**config.mk**
```make
export PLATFORM = sky130hd
export DESIGN_NAME = lbg_led_pwm
export DESIGN_NICKNAME = d
export VERILOG_FILES = /design/src/hdl/lbg_pkg.sv /design/src/hdl/lbg_group_gen.sv /design/src/hdl/lbg_led_pwm.sv /design/src/hdl/lbg_rate_tick.sv
export VERILOG_INCLUDE_DIRS = /design/src /design/src/hdl
export SDC_FILE = /design/constraint.sdc
export NUM_CORES = 1
export LEC_CHECK = 0
export BUFFER_PORTS_ARGS = -buffer_cell sky130_fd_sc_hd__buf_2
export CORE_UTILIZATION = 30
export DETAILED_ROUTE_END_ITERATION = 16
export PLACE_DENSITY_LB_ADDON = 0.08
export SYNTH_ARGS = -nofsm -noshare
export SYNTH_HDL_FRONTEND = slang
export SYNTH_HIERARCHICAL = 1
export SYNTH_SLANG_ARGS = --single-unit
```
**constraint.sdc**
```tcl
create_clock -name clk_sys -period 5.6 [get_ports clk_sys]
set_input_delay 1.12 -clock clk_sys [delete_from_list [all_inputs] [get_ports clk_sys]]
set_output_delay 1.12 -clock clk_sys [all_outputs]
set_load 0.01 [all_outputs]
```
**src/hdl/lbg_cfg.svh**
```systemverilog
// Constants of the LED brightness and group PWM block
// Assumes a 40 MHz system clock and an 8-bit register port
//
// Contract
// RQ1 - Each channel's individual PWM repeats at a fixed 97 kHz.
// RQ2 - Individual high fraction is duty/256; 00h is off, FFh is 99.6 percent.
// RQ3 - Individual duty acts only when the channel selector is 10 or 11.
// RQ4 - Dimming mode ANDs a 190 Hz group PWM into qualifying channels.
// RQ5 - Group high fraction is group duty/256 in 256 linear steps.
// RQ6 - Group dimming or blinking affects only channels with selector 11.
// RQ7 - Blink mode: period register sets period, group duty sets on ratio.
// RQ8 - Blink period is (period value + 1) / 24 seconds.
// RQ9 - In dimming mode the period register has no effect.
// RQ10 - Selector 00 holds the channel off; selectors reset to 00.
// RQ11 - Selector 01 holds the channel fully on, ignoring all duty settings.
// RQ12 - Selector 10 uses the individual duty only, no group effect.
// RQ13 - Selector 11 uses individual duty plus group dimming or blinking.
// RQ14 - Selectors pack four per byte, channel n at bits 2(n mod 4)+1:2(n mod 4).
// RQ15 - Group mode select is bit 5 of mode register two; 0 dims, 1 blinks.
// RQ16 - Duty, group and state writes apply at stop, or at ack when selected.
// RQ17 - No dimming or blinking activity while the oscillator is off.
// RQ18 - Selector 11 output is individual pulse AND group pulse or blink.
`ifndef LBG_CFG_SVH
`define LBG_CFG_SVH

// ----------------------------------------------------------------
// Register offsets and indices
// ----------------------------------------------------------------
`define LBG_ADDR_MODE1  5'h00
`define LBG_ADDR_SECOND_MODE_REGISTER  5'h01
`define LBG_ADDR_DUTY0  5'h02
`define LBG_ADDR_STHI   5'h0D
`define LBG_NREG        12
`define LBG_IDX_GDUTY   4'h8
`define LBG_IDX_GPER    4'h9
`define LBG_IDX_STLO    4'hA
`define LBG_IDX_STHI    4'hB

// ----------------------------------------------------------------
// Field positions and reset values
// ----------------------------------------------------------------
`define LBG_OSC_BIT     4
`define LBG_BLINK_BIT   5
`define LBG_UPDACK_BIT  3
`define LBG_GDUTY_RST   8'hFF
`define LBG_DUTY_RST    8'h00
`define LBG_OSCOFF_RST  1'b1
`define LBG_SEL_OFF     2'b00
`define LBG_SEL_ON      2'b01
`define LBG_SEL_IND     2'b10
`define LBG_SEL_GRP     2'b11

// ----------------------------------------------------------------
// Clock and PWM rates
// ----------------------------------------------------------------
`define LBG_CLK_HZ      40000000
`define LBG_FAST_HZ     97000
`define LBG_DIM_HZ      190
`define LBG_BLINK_DIV   24
`define LBG_STEPS       256

`endif

```
**src/hdl/lbg_pkg.sv**
```systemverilog
// Types shared by the LED brightness and group PWM block
// Assumes the constants header for numeric values
package lbg_pkg;
  typedef logic [7:0] lbg_byte_t;
  typedef logic [1:0] lbg_sel_t;
  typedef enum logic {LBG_DIM, LBG_BLINK} lbg_gmode_e;
endpackage

```
**src/hdl/lbg_group_gen.sv**
```systemverilog
// Group controller: 190 Hz dimming PWM or slow programmable blink
// Assumes period and duty come from applied registers, same clock
`timescale 1ns/1ps
`include "lbg_cfg.svh"
module lbg_group_gen
  import lbg_pkg::*;
(
  // Clock and reset
  input  wire logic       clk_sys,
  input  wire logic       sys_rst,
  // Controls
  input  wire logic       run,
  input  lbg_gmode_e      gMode,
  input  wire lbg_byte_t  period,
  input  wire lbg_byte_t  duty,
  // Group pulse
  output logic            grpOn
);
  logic      dimTick;
  logic      baseTick;
  logic      step;
  lbg_byte_t pre_r;
  lbg_byte_t grpCnt_r;

  // Step sources: 190 Hz x 256 and 24 Hz x 256
  lbg_rate_tick #(.INC(`LBG_DIM_HZ * `LBG_STEPS), .MOD(`LBG_CLK_HZ))
    uDim (.clk_sys(clk_sys), .sys_rst(sys_rst), .run(run),
          .tick(dimTick));
  lbg_rate_tick #(.INC(`LBG_BLINK_DIV * `LBG_STEPS), .MOD(`LBG_CLK_HZ))
    uBase (.clk_sys(clk_sys), .sys_rst(sys_rst), .run(run),
           .tick(baseTick));

  // Blink divides base ticks by period + 1
  always_ff @(posedge clk_sys) begin
    if (sys_rst) begin
      pre_r <= 8'h00;
    end else if (gMode == LBG_BLINK && baseTick) begin // RQ8
      pre_r <= (pre_r >= period) ? 8'h00 : pre_r + 8'h01;
    end
  end

  // Period ignored when dimming
  assign step = (gMode == LBG_BLINK) ?                   // RQ7
                (baseTick && pre_r >= period) : dimTick; // RQ9 RQ4

  // Group phase counter
  always_ff @(posedge clk_sys) begin
    if (sys_rst) begin
      grpCnt_r <= 8'h00;
    end else if (step) begin
      grpCnt_r <= grpCnt_r + 8'h01;
    end
  end

  // High for duty of 256 steps
  assign grpOn = grpCnt_r < duty; // RQ5

  property p_grp_zero;
    @(posedge clk_sys) disable iff (sys_rst)
    duty == 8'h00 |-> !grpOn;
  endproperty
  a_grp_zero: assert property (p_grp_zero) // RQ5
    else $error("group pulse high with zero duty");

  property p_dim_step;
    @(posedge clk_sys) disable iff (sys_rst)
    gMode == LBG_DIM && !dimTick |=> $stable(grpCnt_r);
  endproperty
  a_dim_step: assert property (p_dim_step) // RQ9
    else $error("dimming counter moved without dim tick");

  property p_blink_wrap;
    @(posedge clk_sys) disable iff (sys_rst)
    gMode == LBG_BLINK && baseTick && pre_r == period
      |=> pre_r == 8'h00 && grpCnt_r == $past(grpCnt_r) + 8'h01;
  endproperty
  a_blink_wrap: assert property (p_blink_wrap) // RQ8
    else $error("blink prescaler did not wrap at period");
endmodule

```
**src/hdl/lbg_led_pwm.sv**
```systemverilog
// Eight-channel LED PWM with individual and group brightness control
// Assumes a serial front end on the same clock driving the register
// port and one-cycle acknowledge and stop pulses
`timescale 1ns/1ps
`include "lbg_cfg.svh"
module lbg_led_pwm
  import lbg_pkg::*;
(
  // Clock and reset
  input  wire logic       clk_sys,
  input  wire logic       sys_rst,
  // Register port from the serial front end
  input  wire logic       regWrEn,
  input  wire logic [4:0] regAddr,
  input  wire lbg_byte_t  regWrData,
  output lbg_byte_t       regRdData,
  // Serial bus framing events
  input  wire logic       busAck,
  input  wire logic       busStop,
  // LED drive, high turns the sink on
  output logic [7:0]      ledDrv
);

  // ----------------------------------------------------------------
  // Declarations
  // ----------------------------------------------------------------
  lbg_byte_t  stage_r  [`LBG_NREG];
  lbg_byte_t  live_r   [`LBG_NREG];
  lbg_byte_t  stageNxt [`LBG_NREG];
  logic       oscOff_r;
  lbg_gmode_e gMode_r;
  logic       updOnAck_r;
  logic       applyNow;
  logic       fastTick;
  lbg_byte_t  fastCnt_r;
  logic       grpOn;
  logic [7:0] drvNxt;

  // ----------------------------------------------------------------
  // Functions
  // ----------------------------------------------------------------

  // Address falls on a staged register
  function automatic logic inMap(input logic [4:0] a);
    inMap = (a >= `LBG_ADDR_DUTY0) && (a <= `LBG_ADDR_STHI);
  endfunction

  // Staged register index of an address
  function automatic logic [3:0] regIdx(input logic [4:0] a);
    regIdx = 4'(a - `LBG_ADDR_DUTY0);
  endfunction

  // Power-up value of a staged register
  function automatic lbg_byte_t rstVal(input int i);
    rstVal = (4'(i) == `LBG_IDX_GDUTY) ? `LBG_GDUTY_RST : `LBG_DUTY_RST;
  endfunction

  // Selector of channel n from the applied state bytes
  function automatic lbg_sel_t selOf(input int n);
    lbg_byte_t b;
    b = (n < 4) ? live_r[`LBG_IDX_STLO] : live_r[`LBG_IDX_STHI];
    selOf = b[2 * (n % 4) +: 2]; // RQ14
  endfunction

  // Pulse high while the phase is below the duty
  function automatic logic pwmHigh(input lbg_byte_t cnt,
                                   input lbg_byte_t duty);
    pwmHigh = cnt < duty; // RQ2
  endfunction

  // Drive level from selector and the two pulses
  function automatic logic chanDrive(input lbg_sel_t sel,
                                     input logic ind,
                                     input logic grp);
    case (sel)
      `LBG_SEL_OFF: chanDrive = 1'b0;     // RQ10
      `LBG_SEL_ON:  chanDrive = 1'b1;     // RQ11
      `LBG_SEL_IND: chanDrive = ind;      // RQ12 RQ3
      `LBG_SEL_GRP: chanDrive = ind & grp; // RQ13 RQ18 RQ6
      default:      chanDrive = 1'b0;
    endcase
  endfunction

  // ----------------------------------------------------------------
  // Mode registers
  // ----------------------------------------------------------------

  // Oscillator, group mode and update timing bits, immediate
  always_ff @(posedge clk_sys) begin
    if (sys_rst) begin
      oscOff_r   <= `LBG_OSCOFF_RST;
      gMode_r    <= LBG_DIM;
      updOnAck_r <= 1'b0;
    end else if (regWrEn && regAddr == `LBG_ADDR_MODE1) begin
      oscOff_r <= regWrData[`LBG_OSC_BIT];
    end else if (regWrEn && regAddr == `LBG_ADDR_SECOND_MODE_REGISTER) begin
      gMode_r    <= regWrData[`LBG_BLINK_BIT] ? LBG_BLINK : LBG_DIM; // RQ15
      updOnAck_r <= regWrData[`LBG_UPDACK_BIT]; // RQ16
    end
  end

  // ----------------------------------------------------------------
  // Staged and applied registers
  // ----------------------------------------------------------------

  // Merge the current write into the staged copy
  always_comb begin
    for (int i = 0; i < `LBG_NREG; i++) begin
      stageNxt[i] = stage_r[i];
      if (regWrEn && inMap(regAddr) && regIdx(regAddr) == 4'(i)) begin
        stageNxt[i] = regWrData;
      end
    end
  end

  // Staged copy follows every write
  always_ff @(posedge clk_sys) begin
    if (sys_rst) begin
      for (int i = 0; i < `LBG_NREG; i++) begin
        stage_r[i] <= rstVal(i);
      end
    end else begin
      for (int i = 0; i < `LBG_NREG; i++) begin
        stage_r[i] <= stageNxt[i];
      end
    end
  end

  // Apply point: stop by default, acknowledge when selected
  assign applyNow = updOnAck_r ? busAck : busStop; // RQ16

  // Applied copy drives the outputs
  always_ff @(posedge clk_sys) begin
    if (sys_rst) begin
      for (int i = 0; i < `LBG_NREG; i++) begin
        live_r[i] <= rstVal(i);
      end
    end else if (applyNow) begin
      for (int i = 0; i < `LBG_NREG; i++) begin
        live_r[i] <= stageNxt[i]; // RQ16
      end
    end
  end

  // ----------------------------------------------------------------
  // Read path
  // ----------------------------------------------------------------

  // Registered read of the addressed byte, reserved bits zero
  always_ff @(posedge clk_sys) begin
    if (sys_rst) begin
      regRdData <= 8'h00;
    end else begin
      case (regAddr)
        `LBG_ADDR_MODE1: begin
          regRdData <= {3'h0, oscOff_r, 4'h0};
        end
        `LBG_ADDR_SECOND_MODE_REGISTER: begin
          regRdData <= {2'h0, gMode_r == LBG_BLINK, 1'b0,
                        updOnAck_r, 3'h0};
        end
        default: begin
          regRdData <= inMap(regAddr) ? stage_r[regIdx(regAddr)] : 8'h00;
        end
      endcase
    end
  end

  // ----------------------------------------------------------------
  // Individual fast PWM
  // ----------------------------------------------------------------

  // Tick at 97 kHz times 256 steps
  lbg_rate_tick #(.INC(`LBG_FAST_HZ * `LBG_STEPS), .MOD(`LBG_CLK_HZ))
    uFast (.clk_sys(clk_sys), .sys_rst(sys_rst), .run(!oscOff_r),
           .tick(fastTick)); // RQ1 RQ17

  // Shared phase counter for all channels
  always_ff @(posedge clk_sys) begin
    if (sys_rst) begin
      fastCnt_r <= 8'h00;
    end else if (fastTick) begin
      fastCnt_r <= fastCnt_r + 8'h01; // RQ1
    end
  end

  // ----------------------------------------------------------------
  // Group controller
  // ----------------------------------------------------------------

  // Dimming or blinking from the applied group registers
  lbg_group_gen uGroup (
    .clk_sys (clk_sys),
    .sys_rst (sys_rst),
    .run     (!oscOff_r), // RQ17
    .gMode   (gMode_r),
    .period  (live_r[`LBG_IDX_GPER]),
    .duty    (live_r[`LBG_IDX_GDUTY]),
    .grpOn   (grpOn)
  );

  // ----------------------------------------------------------------
  // Output drive
  // ----------------------------------------------------------------

  // Per-channel level, pulses blocked while oscillator is off
  always_comb begin
    for (int i = 0; i < 8; i++) begin
      drvNxt[i] = chanDrive(selOf(i),
                            !oscOff_r && pwmHigh(fastCnt_r, live_r[i]),
                            !oscOff_r && grpOn); // RQ17
    end
  end

  // Registered drive
  always_ff @(posedge clk_sys) begin
    if (sys_rst) begin
      ledDrv <= 8'h00;
    end else begin
      ledDrv <= drvNxt;
    end
  end

  // ----------------------------------------------------------------
  // Checks
  // ----------------------------------------------------------------

  property p_fast_rate;
    @(posedge clk_sys) disable iff (sys_rst)
    (!oscOff_r) [*3] ##0 !fastTick |-> $past(fastTick);
  endproperty
  a_fast_rate: assert property (p_fast_rate) // RQ1
    else $error("fast tick gap longer than two cycles");

  // Selectors sliced directly so the check sees sampled, not updated, state
  property p_duty_zero;
    @(posedge clk_sys) disable iff (sys_rst)
    live_r[`LBG_IDX_STLO][1:0] == `LBG_SEL_IND && live_r[0] == 8'h00
      |=> !ledDrv[0];
  endproperty
  a_duty_zero: assert property (p_duty_zero) // RQ2
    else $error("channel 0 on with zero duty");

  property p_ind_only;
    @(posedge clk_sys) disable iff (sys_rst)
    live_r[`LBG_IDX_STLO][3:2] == `LBG_SEL_IND
      |=> ledDrv[1] == ($past(fastCnt_r) < $past(live_r[1])
                        && !$past(oscOff_r));
  endproperty
  a_ind_only: assert property (p_ind_only) // RQ12
    else $error("channel 1 in individual mode mismatched");

  property p_off;
    @(posedge clk_sys) disable iff (sys_rst)
    live_r[`LBG_IDX_STLO][5:4] == `LBG_SEL_OFF |=> !ledDrv[2];
  endproperty
  a_off: assert property (p_off) // RQ10
    else $error("channel 2 on while selector is off");

  property p_full_on;
    @(posedge clk_sys) disable iff (sys_rst)
    live_r[`LBG_IDX_STHI][3:2] == `LBG_SEL_ON |=> ledDrv[5];
  endproperty
  a_full_on: assert property (p_full_on) // RQ11
    else $error("channel 5 not on while selector is on");

  property p_group_and;
    @(posedge clk_sys) disable iff (sys_rst)
    live_r[`LBG_IDX_STHI][7:6] == `LBG_SEL_GRP && !oscOff_r
      |=> ledDrv[7] == ($past(fastCnt_r) < $past(live_r[7])
                        && $past(grpOn));
  endproperty
  a_group_and: assert property (p_group_and) // RQ18
    else $error("channel 7 not the AND of both pulses");

  property p_hold;
    @(posedge clk_sys) disable iff (sys_rst)
    !applyNow |=> live_r[0] == $past(live_r[0])
                  && live_r[`LBG_IDX_STHI] == $past(live_r[`LBG_IDX_STHI]);
  endproperty
  a_hold: assert property (p_hold) // RQ16
    else $error("applied register changed without apply point");

  property p_stop_apply;
    @(posedge clk_sys) disable iff (sys_rst)
    busStop && !updOnAck_r ##1 !busStop [*2]
      |-> live_r[`LBG_IDX_GDUTY] == $past(stage_r[`LBG_IDX_GDUTY]);
  endproperty
  a_stop_apply: assert property (p_stop_apply) // RQ16
    else $error("group duty not applied at stop");

  property p_osc_freeze;
    @(posedge clk_sys) disable iff (sys_rst)
    oscOff_r && $past(oscOff_r) |=> $stable(fastCnt_r); // Last tick drains
  endproperty
  a_osc_freeze: assert property (p_osc_freeze) // RQ17
    else $error("fast counter ran with oscillator off");

  property p_mode_bit;
    @(posedge clk_sys) disable iff (sys_rst)
    regWrEn && regAddr == `LBG_ADDR_SECOND_MODE_REGISTER
      |=> (gMode_r == LBG_BLINK) == $past(regWrData[`LBG_BLINK_BIT]);
  endproperty
  a_mode_bit: assert property (p_mode_bit) // RQ15
    else $error("group mode not taken from bit 5");

endmodule

```
**src/hdl/lbg_rate_tick.sv**
```systemverilog
// Fractional rate generator, one-cycle tick at INC/MOD of the clock
// Assumes INC below MOD and both below 2**26
`timescale 1ns/1ps
module lbg_rate_tick #(
  parameter int unsigned INC = 1,
  parameter int unsigned MOD = 2
) (
  // Clock and reset
  input  wire logic clk_sys,
  input  wire logic sys_rst,
  // Run enable and tick out
  input  wire logic run,
  output logic      tick
);
  localparam int AW = 27;
  logic [AW-1:0] acc_r;
  logic [AW-1:0] sum;

  // Phase accumulator step
  assign sum = acc_r + AW'(INC);

  // Accumulate while running, tick on wrap
  always_ff @(posedge clk_sys) begin
    if (sys_rst) begin
      acc_r <= '0;
      tick  <= 1'b0;
    end else if (!run) begin
      tick <= 1'b0;
    end else if (sum >= AW'(MOD)) begin
      acc_r <= sum - AW'(MOD);
      tick  <= 1'b1;
    end else begin
      acc_r <= sum;
      tick  <= 1'b0;
    end
  end
endmodule

```
==> results.sh, run 1 <==
export IMPL_num_nets_final=1914
export IMPL_initial_core_util_pct=30.61
export IMPL_drtPass1Iterations=5
export IMPL_synth_simple_area_share_pct=18.74
export IMPL_drv_slew=0
export IMPL_rsz0062_at_grt="no"
export IMPL_synth_mux_area_fraction_pct=11.79
export IMPL_synth_top_family_by_area="simple AND/OR/NAND/NOR gates"
export IMPL_yosysSeqAreaShare_pct=39.14
export IMPL_cp_depth=12
export IMPL_r2r_start="uGroup/uDim/acc_r[9]"
export IMPL_routabilityCongestion=0.7850
export IMPL_cts_sinks=292
export IMPL_clockRootBuffer="clkbuf_16"
export IMPL_die_h_microns=242.8
export IMPL_holdWs_ns=0.4964
export IMPL_critPathBufInv=1
export IMPL_path_max_fanout=16
export IMPL_ff2ff_setup_slack_ns=0.87
export IMPL_htreeDepth=2
export IMPL_track_usage_pct=17.70
export IMPL_first_global_vias=13347
export IMPL_finalHoldViolations=0
export IMPL_crit_type="reg2reg"
export IMPL_synth_flop_cell="dfxtp_1"
export IMPL_post_route_util_pct=34.16
export IMPL_critPathCapture="uGroup/uDim/acc_r[13]"
export IMPL_fin_setup_tns_ns=0
export IMPL_dpl_hpwl_microns=35460
export IMPL_cts_setup_buffers=0
export IMPL_rows=87
export IMPL_clk_pin_slew_ns=0.07
export IMPL_end_kind="register"
export IMPL_clk_path_buf_depth=3
export IMPL_tightest_slew_ns=1.130
export IMPL_crit_start="uGroup/uDim/acc_r[9]"
export IMPL_synth_lib_cells_used_distinct=122
export IMPL_critical_path_top_delay_family="compound AO/OA/AOI/OAI gates"
export IMPL_setup_viol=0
export IMPL_fmax_mhz=211.6
export IMPL_clock_latency_ns=0.56
export IMPL_die_area_sq_um=58930
export IMPL_crit_chain="inv_1, ha_1, or4b_1, and2_4, o211ai_1, o21a_1, o21ai_1, a2111oi_4, or2_1, o31ai_2, a2111oi_4, mux2_1"
export IMPL_ff2ff_path_depth=12
export IMPL_drcViolationCount=0
export IMPL_design_core_area_sq_um=56820
export IMPL_ctsHoldBuffers=0
export IMPL_critPathArrivalTime_ns=5.18
export IMPL_drive_above_1_share_pct=13.17
export IMPL_r2r_end="uGroup/uDim/acc_r[13]"
export IMPL_postRouteAntennaNets=0
export IMPL_cpMostUsedCell="a2111oi_4"
export IMPL_leakage_nw=7.241
export IMPL_p_total_mw=5.159
export IMPL_viasPerCell=5.181
export IMPL_cts_made_buffers=38
export IMPL_synthArstFlopShare_pct=0
export IMPL_grt_pass1_wl_microns=81010
export IMPL_syn_num_nets=1935
export IMPL_min_period_ns=4.727
export IMPL_power_per_cell_area_nw_per_um2=265.8
export IMPL_ctsResizeCount=0
export IMPL_relSlewSlack_pct=24.67
export IMPL_ios=34
export IMPL_status="finished, final reports clean"
export IMPL_synth_cells=1829
export IMPL_yosysWarningCount=6
export IMPL_yosys_area_share_adder_pct=6.331
export IMPL_syn_avg_cell_area_sq_um=9.508
export IMPL_gr_total_overflow=0
export IMPL_synth_xor_area_share_pct=2.410
export IMPL_maxCapViolations=0
export IMPL_cp_start_kind="register"
export IMPL_cts_tree="yes"
export IMPL_ys_seq_elements=292
export IMPL_die_w_microns=242.8
export IMPL_drt_iter0_drc=877
export IMPL_post_drt_wl_per_cell_microns=20.01
export IMPL_grt_start_max_net_pins=81
export IMPL_crit_path_max_incr_delay_ns=0.94
export IMPL_syn_area_sq_um=17390
export IMPL_required_ns=6.05
export IMPL_synth_edff_count=96
export IMPL_crit_path_top_delay_cell="a2111oi_4"
export IMPL_hold_path_cell_count=2
export IMPL_syn2layout_area_growth_pct=11.61
export IMPL_post_route_period_util_pct=84.41
export IMPL_vias=13444
export IMPL_synth_compound_area_share_pct=15.89
export IMPL_clock_skew_final_ns=0.01378
export IMPL_hold_path_class="reg2reg"
export IMPL_nFillCells=5897
export IMPL_portBuffers=33
export IMPL_antenna_found_initial=4
export IMPL_ir_worst_vdd_v=0.0001721
export IMPL_postRouteWirelength_microns=51940
area by class of cell:
type                            count  area [sq um]  share of cell area (%)
Clock inverter                     20         231.5                   1.193
Antenna cell                        1         2.502                 0.01289
Tap cell                          756         945.9                   4.873
Multi-Input combinational cell   1311          9608                   49.50
Timing Repair Buffer               54         329.1                   1.695
Clock buffer                       50          1070                   5.512
Inverter                          111         416.7                   2.147
Sequential cell                   292          6807                   35.07
power by group:
group	leakage [nW]	switching [mW]	internal (mW)
Clock	0.641	1.00	1.58
Sequential	2.62	0.0281	2.23
Combinational	3.98	0.218	0.103
worst min-delay path by stage:
stage	startpoint	end	slack (ns)
after floorplan	uGroup/grpCnt_r[7]	uGroup/grpCnt_r[7]	0.46
after global placement	uGroup/grpCnt_r[7]	uGroup/grpCnt_r[7]	0.48
after detailed placement	stage_r[8][6]	stage_r[8][6]	0.50
after CTS	uGroup/grpCnt_r[7]	uGroup/grpCnt_r[7]	0.51
after global routing	stage_r[8][7]	stage_r[8][7]	0.54
final	uGroup/grpCnt_r[7]	uGroup/grpCnt_r[7]	0.50
registers in the layout, summed over array words and instances, names as in the netlist:
signal / count
uGroup/uBase/acc_r: 18
oscOff_r: 1
uGroup/pre_r: 8
gMode_r: 1
regRdData: 8
uGroup/uBase/tick: 1
uGroup/uDim/tick: 1
uFast/acc_r: 18
updOnAck_r: 1
ledDrv: 8
uGroup/grpCnt_r: 8
fastCnt_r: 8
live_r: 96
stage_r: 96
uGroup/uDim/acc_r: 18
uFast/tick: 1
Yosys cell counts, drive strengths merged (22+ instances only):
cell type  count  area [sq um]
or3           23         143.9
buf           46         304.0
a21oi         76         399.1
nand2b        29         181.4
nand2        103         394.1
o21ai         75         412.9
nor2         282          1074
mux2          28         322.8
nand3         43         232.7
inv          111         416.7
nor3          29         156.4
a211oi        22         190.2
dfxtp        196          3924
clkbuf        69         270.3
mux2i        125          1251
ha            88          1101
nor2b         30         187.7
edfxtp        96          2883
xnor2         26         235.2
metrics by stage:
stage / setup WS, ns / area [sq um] / std cells
after global placement: 1.013 / 18110 / 2524
after CTS: 0.9201 / 19410 / 2594
final: 0.8732 / 19410 / 2595
after floorplan: 1.440 / 17390 / 1829
after detailed placement: 0.9213 / 18110 / 2524
after global routing: 0.5621 / 19410 / 2594
routing by layer:
metal	vias to the layer above	GRT usage [%]	part of all wire [%]
met3	57	2.521	4.3
met1	6583	25.96	51
met2	259	27.11	43
li1	6543	-	-
met4	2	4.199	1.6
met5	-	0	0.015
logic make-up (layout without fill, tap and decap cells):
| logic type | after synthesis | in the layout |
|---|---|---|
| AOI/OAI and AO/OA | 355 | 355 |
| buffers and inverters | 226 | 235 |
| DFF | 292 | 292 |
| other | 0 | 1 |
| adders and majority gates | 88 | 88 |
| xor gates and xnor gates | 47 | 47 |
| muxes | 174 | 174 |
| and+or+nand+nor | 647 | 647 |
placed cells by master, fill, tap and decap left out, types with 23 or more instances in the layout:
| cell type | n |
|---|---|
| o21ai_0 | 59 |
| nand2b_1 | 28 |
| nor2b_1 | 30 |
| nor2_1 | 278 |
| nor3_1 | 28 |
| dfxtp_1 | 196 |
| ha_1 | 88 |
| mux2i_1 | 125 |
| a21oi_1 | 71 |
| nand2_1 | 100 |
| buf_2 | 32 |
| nand3_1 | 41 |
| edfxtp_1 | 96 |
| inv_1 | 110 |
| or3_1 | 23 |
| clkbuf_16 | 41 |
| xnor2_1 | 24 |
worst register-to-register path, cell delays in order (launching register included):
cell and delay, ns:
dfxtp_1 0.39, inv_1 0.16, ha_1 0.40, or4b_1 0.63, and2_4 0.23, o211ai_1 0.29
o21a_1 0.22, o21ai_1 0.14, a2111oi_4 0.94, or2_1 0.39, o31ai_2 0.13, a2111oi_4 0.35
mux2_1 0.35
Power figures use the tool's default switching activity.
==> inputs of run 2 (changes only) <==
clock period = 4.8 ns   (was 5.6 ns; I/O delays follow)
==> results.sh, run 2 (synthesis gave the netlist of run 1 again) <==
export IMPL_status="finished, final reports clean"
export IMPL_ir_worst_vdd_v=0.0002030
export IMPL_critPathBufInv=2
export IMPL_drt_iter0_drc=871
export IMPL_initial_core_util_pct=30.61
export IMPL_postRouteAntennaNets=0
export IMPL_crit_path_top_delay_cell="or4b_1"
export IMPL_power_per_cell_area_nw_per_um2=303.2
export IMPL_final_cell_mix="278 x nor2_1, 196 x dfxtp_1, 125 x mux2i_1, 110 x inv_1, 100 x nand2_1"
export IMPL_fin_setup_tns_ns=0
export IMPL_relSlewSlack_pct=31.69
export IMPL_cpMostUsedCell="a2111oi_4"
export IMPL_drive_above_1_share_pct=13.45
export IMPL_htreeDepth=2
export IMPL_maxCapViolations=0
export IMPL_clockRootBuffer="clkbuf_16"
export IMPL_clk_path_buf_depth=3
export IMPL_setup_viol=0
export IMPL_viasPerCell=5.118
export IMPL_rsz0062_at_grt="no"
export IMPL_finalHoldViolations=0
export IMPL_routabilityCongestion=0.7872
export IMPL_hold_path_cell_count=2
export IMPL_drtPass1Iterations=5
export IMPL_die_area_sq_um=58930
export IMPL_fmax_mhz=234.8
export IMPL_r2r_end="uGroup/uDim/acc_r[13]"
export IMPL_post_route_period_util_pct=88.74
export IMPL_crit_chain="inv_1, ha_1, or4b_1, and2_4, o211ai_1, o21a_1, o21ai_1, a2111oi_4, buf_4, or2_1, o31ai_2, a2111oi_4, mux2_1"
export IMPL_cts_sinks=292
export IMPL_holdWs_ns=0.4913
export IMPL_die_w_microns=242.8
export IMPL_final_common_cell="nor2_1"
export IMPL_critPathArrivalTime_ns=4.70
export IMPL_post_drt_wl_per_cell_microns=19.94
export IMPL_hold_start="uGroup/grpCnt_r[7]"
export IMPL_clock_latency_ns=0.55
export IMPL_cp_start_kind="register"
export IMPL_crit_path_max_incr_delay_ns=0.63
export IMPL_track_usage_pct=17.51
export IMPL_min_to="uGroup/grpCnt_r[7]"
export IMPL_grt_pass1_wl_microns=80060
export IMPL_ff2ff_path_depth=13
export IMPL_die_h_microns=242.8
export IMPL_min_period_ns=4.260
export IMPL_crit_type="reg2reg"
export IMPL_design_core_area_sq_um=56820
export IMPL_hold_path_class="reg2reg"
export IMPL_grt_start_max_net_pins=73
export IMPL_cts_tree="yes"
export IMPL_cts_made_buffers=38
export IMPL_ios=34
export IMPL_fin_area_sq_um=19470
export IMPL_num_nets_final=1927
export IMPL_ctsHoldBuffers=0
export IMPL_vias=13353
export IMPL_portBuffers=33
export IMPL_clk_pin_slew_ns=0.06
export IMPL_postRouteWirelength_microns=52020
export IMPL_r2r_start="uGroup/uDim/acc_r[9]"
export IMPL_dpl_cell_area_sq_um=18230
export IMPL_drv_slew=0
export IMPL_syn2layout_area_growth_pct=11.98
export IMPL_path_max_fanout=12
export IMPL_rows=87
export IMPL_leakage_nw=7.274
export IMPL_required_ns=5.25
export IMPL_drcViolationCount=0
export IMPL_gr_total_overflow=0
export IMPL_first_global_vias=12988
export IMPL_cts_setup_buffers=0
export IMPL_ff2ff_setup_slack_ns=0.54
export IMPL_ctsResizeCount=0
export IMPL_end_kind="register"
export IMPL_dpl_hpwl_microns=36050
export IMPL_top_regs="live_r x96, stage_r x96"
export IMPL_tightest_slew_ns=1.021
export IMPL_clock_skew_final_ns=0.01345
export IMPL_critical_path_top_delay_family="compound AO/OA/AOI/OAI gates"
export IMPL_antenna_found_initial=4
[run 2: changes by cell type in the layout (fill, tap and decap cells not counted), moves of 3 or more]
cell       before  now
clkinv_2        9    4
bufinv_16       5    2
clkbuf_1        8   14
buf_4          21   32
clkbuf_8        1    4
[run 2: layout make-up]
type / instances / area (sq um)
Fill cell: 5847 / 37350
Multi-Input combinational cell: 1311 / 9608
Sequential cell: 292 / 6807
Clock buffer: 59 / 1134
Tap cell: 756 / 945.9
Timing Repair Buffer: 67 / 451.7
Inverter: 111 / 416.7
Clock inverter: 11 / 106.4
Antenna cell: 2 / 5.005
[run 2: layer usage]
| metal | track usage (%) | vias to the layer above | part of all wire (%) |
|---|---|---|---|
| li1 | - | 6569 | - |
| met1 | 26.45 | 6515 | 52 |
| met3 | 2.565 | 57 | 3.6 |
| met5 | 0 | - | 0.048 |
| met2 | 25.82 | 208 | 42 |
| met4 | 4.144 | 4 | 1.9 |
[run 2: how the worst max path moves through the flow]
stage          slack [ns]  cells after the start            startpoint               endpoint
6_report             0.54                     13  uGroup/uDim/acc_r[9]  uGroup/uDim/acc_r[13]
5_1_grt              0.26                     13  uGroup/uDim/acc_r[9]  uGroup/uDim/acc_r[13]
4_1_cts              0.58                     13  uGroup/uDim/acc_r[9]  uGroup/uDim/acc_r[13]
3_5_place_dp         0.59                     13  uGroup/uDim/acc_r[9]  uGroup/uDim/acc_r[13]
3_3_place_gp         0.65                     13  uGroup/uDim/acc_r[9]  uGroup/uDim/acc_r[13]
2_1_floorplan        0.80                      2               sys_rst           live_r[0][0]
[run 2: per-stage QoR]
stage,total power [mW],std cells,worst slack (ns),utilization (%)
CTS,6.001,2607,0.5801,34.26
finish,5.904,2609,0.5403,34.27
floorplan,2.935,1829,0.7995,-
detailed placement,3.065,2537,0.5878,32.08
global placement,3.065,2537,0.6461,32.08
global route,6.124,2607,0.2579,34.26
[run 2: power breakdown]
| group | internal (mW) | switching [mW] |
|---|---|---|
| registers | 2.60 | 0.0298 |
| clock network | 1.73 | 1.16 |
| logic | 0.125 | 0.257 |
[run 2: worst reg2reg max path, delay by kind of cell, from the launching register on]
kind / cells / cell delay (ns)
AO/OA/AOI/OAI: 6 / 1.54
adder cells (fa/ha/maj): 1 / 0.42
buffers and inverters: 2 / 0.38
flip-flops: 1 / 0.38
multiplexers: 1 / 0.35
AND/OR/NAND/NOR: 3 / 1.06
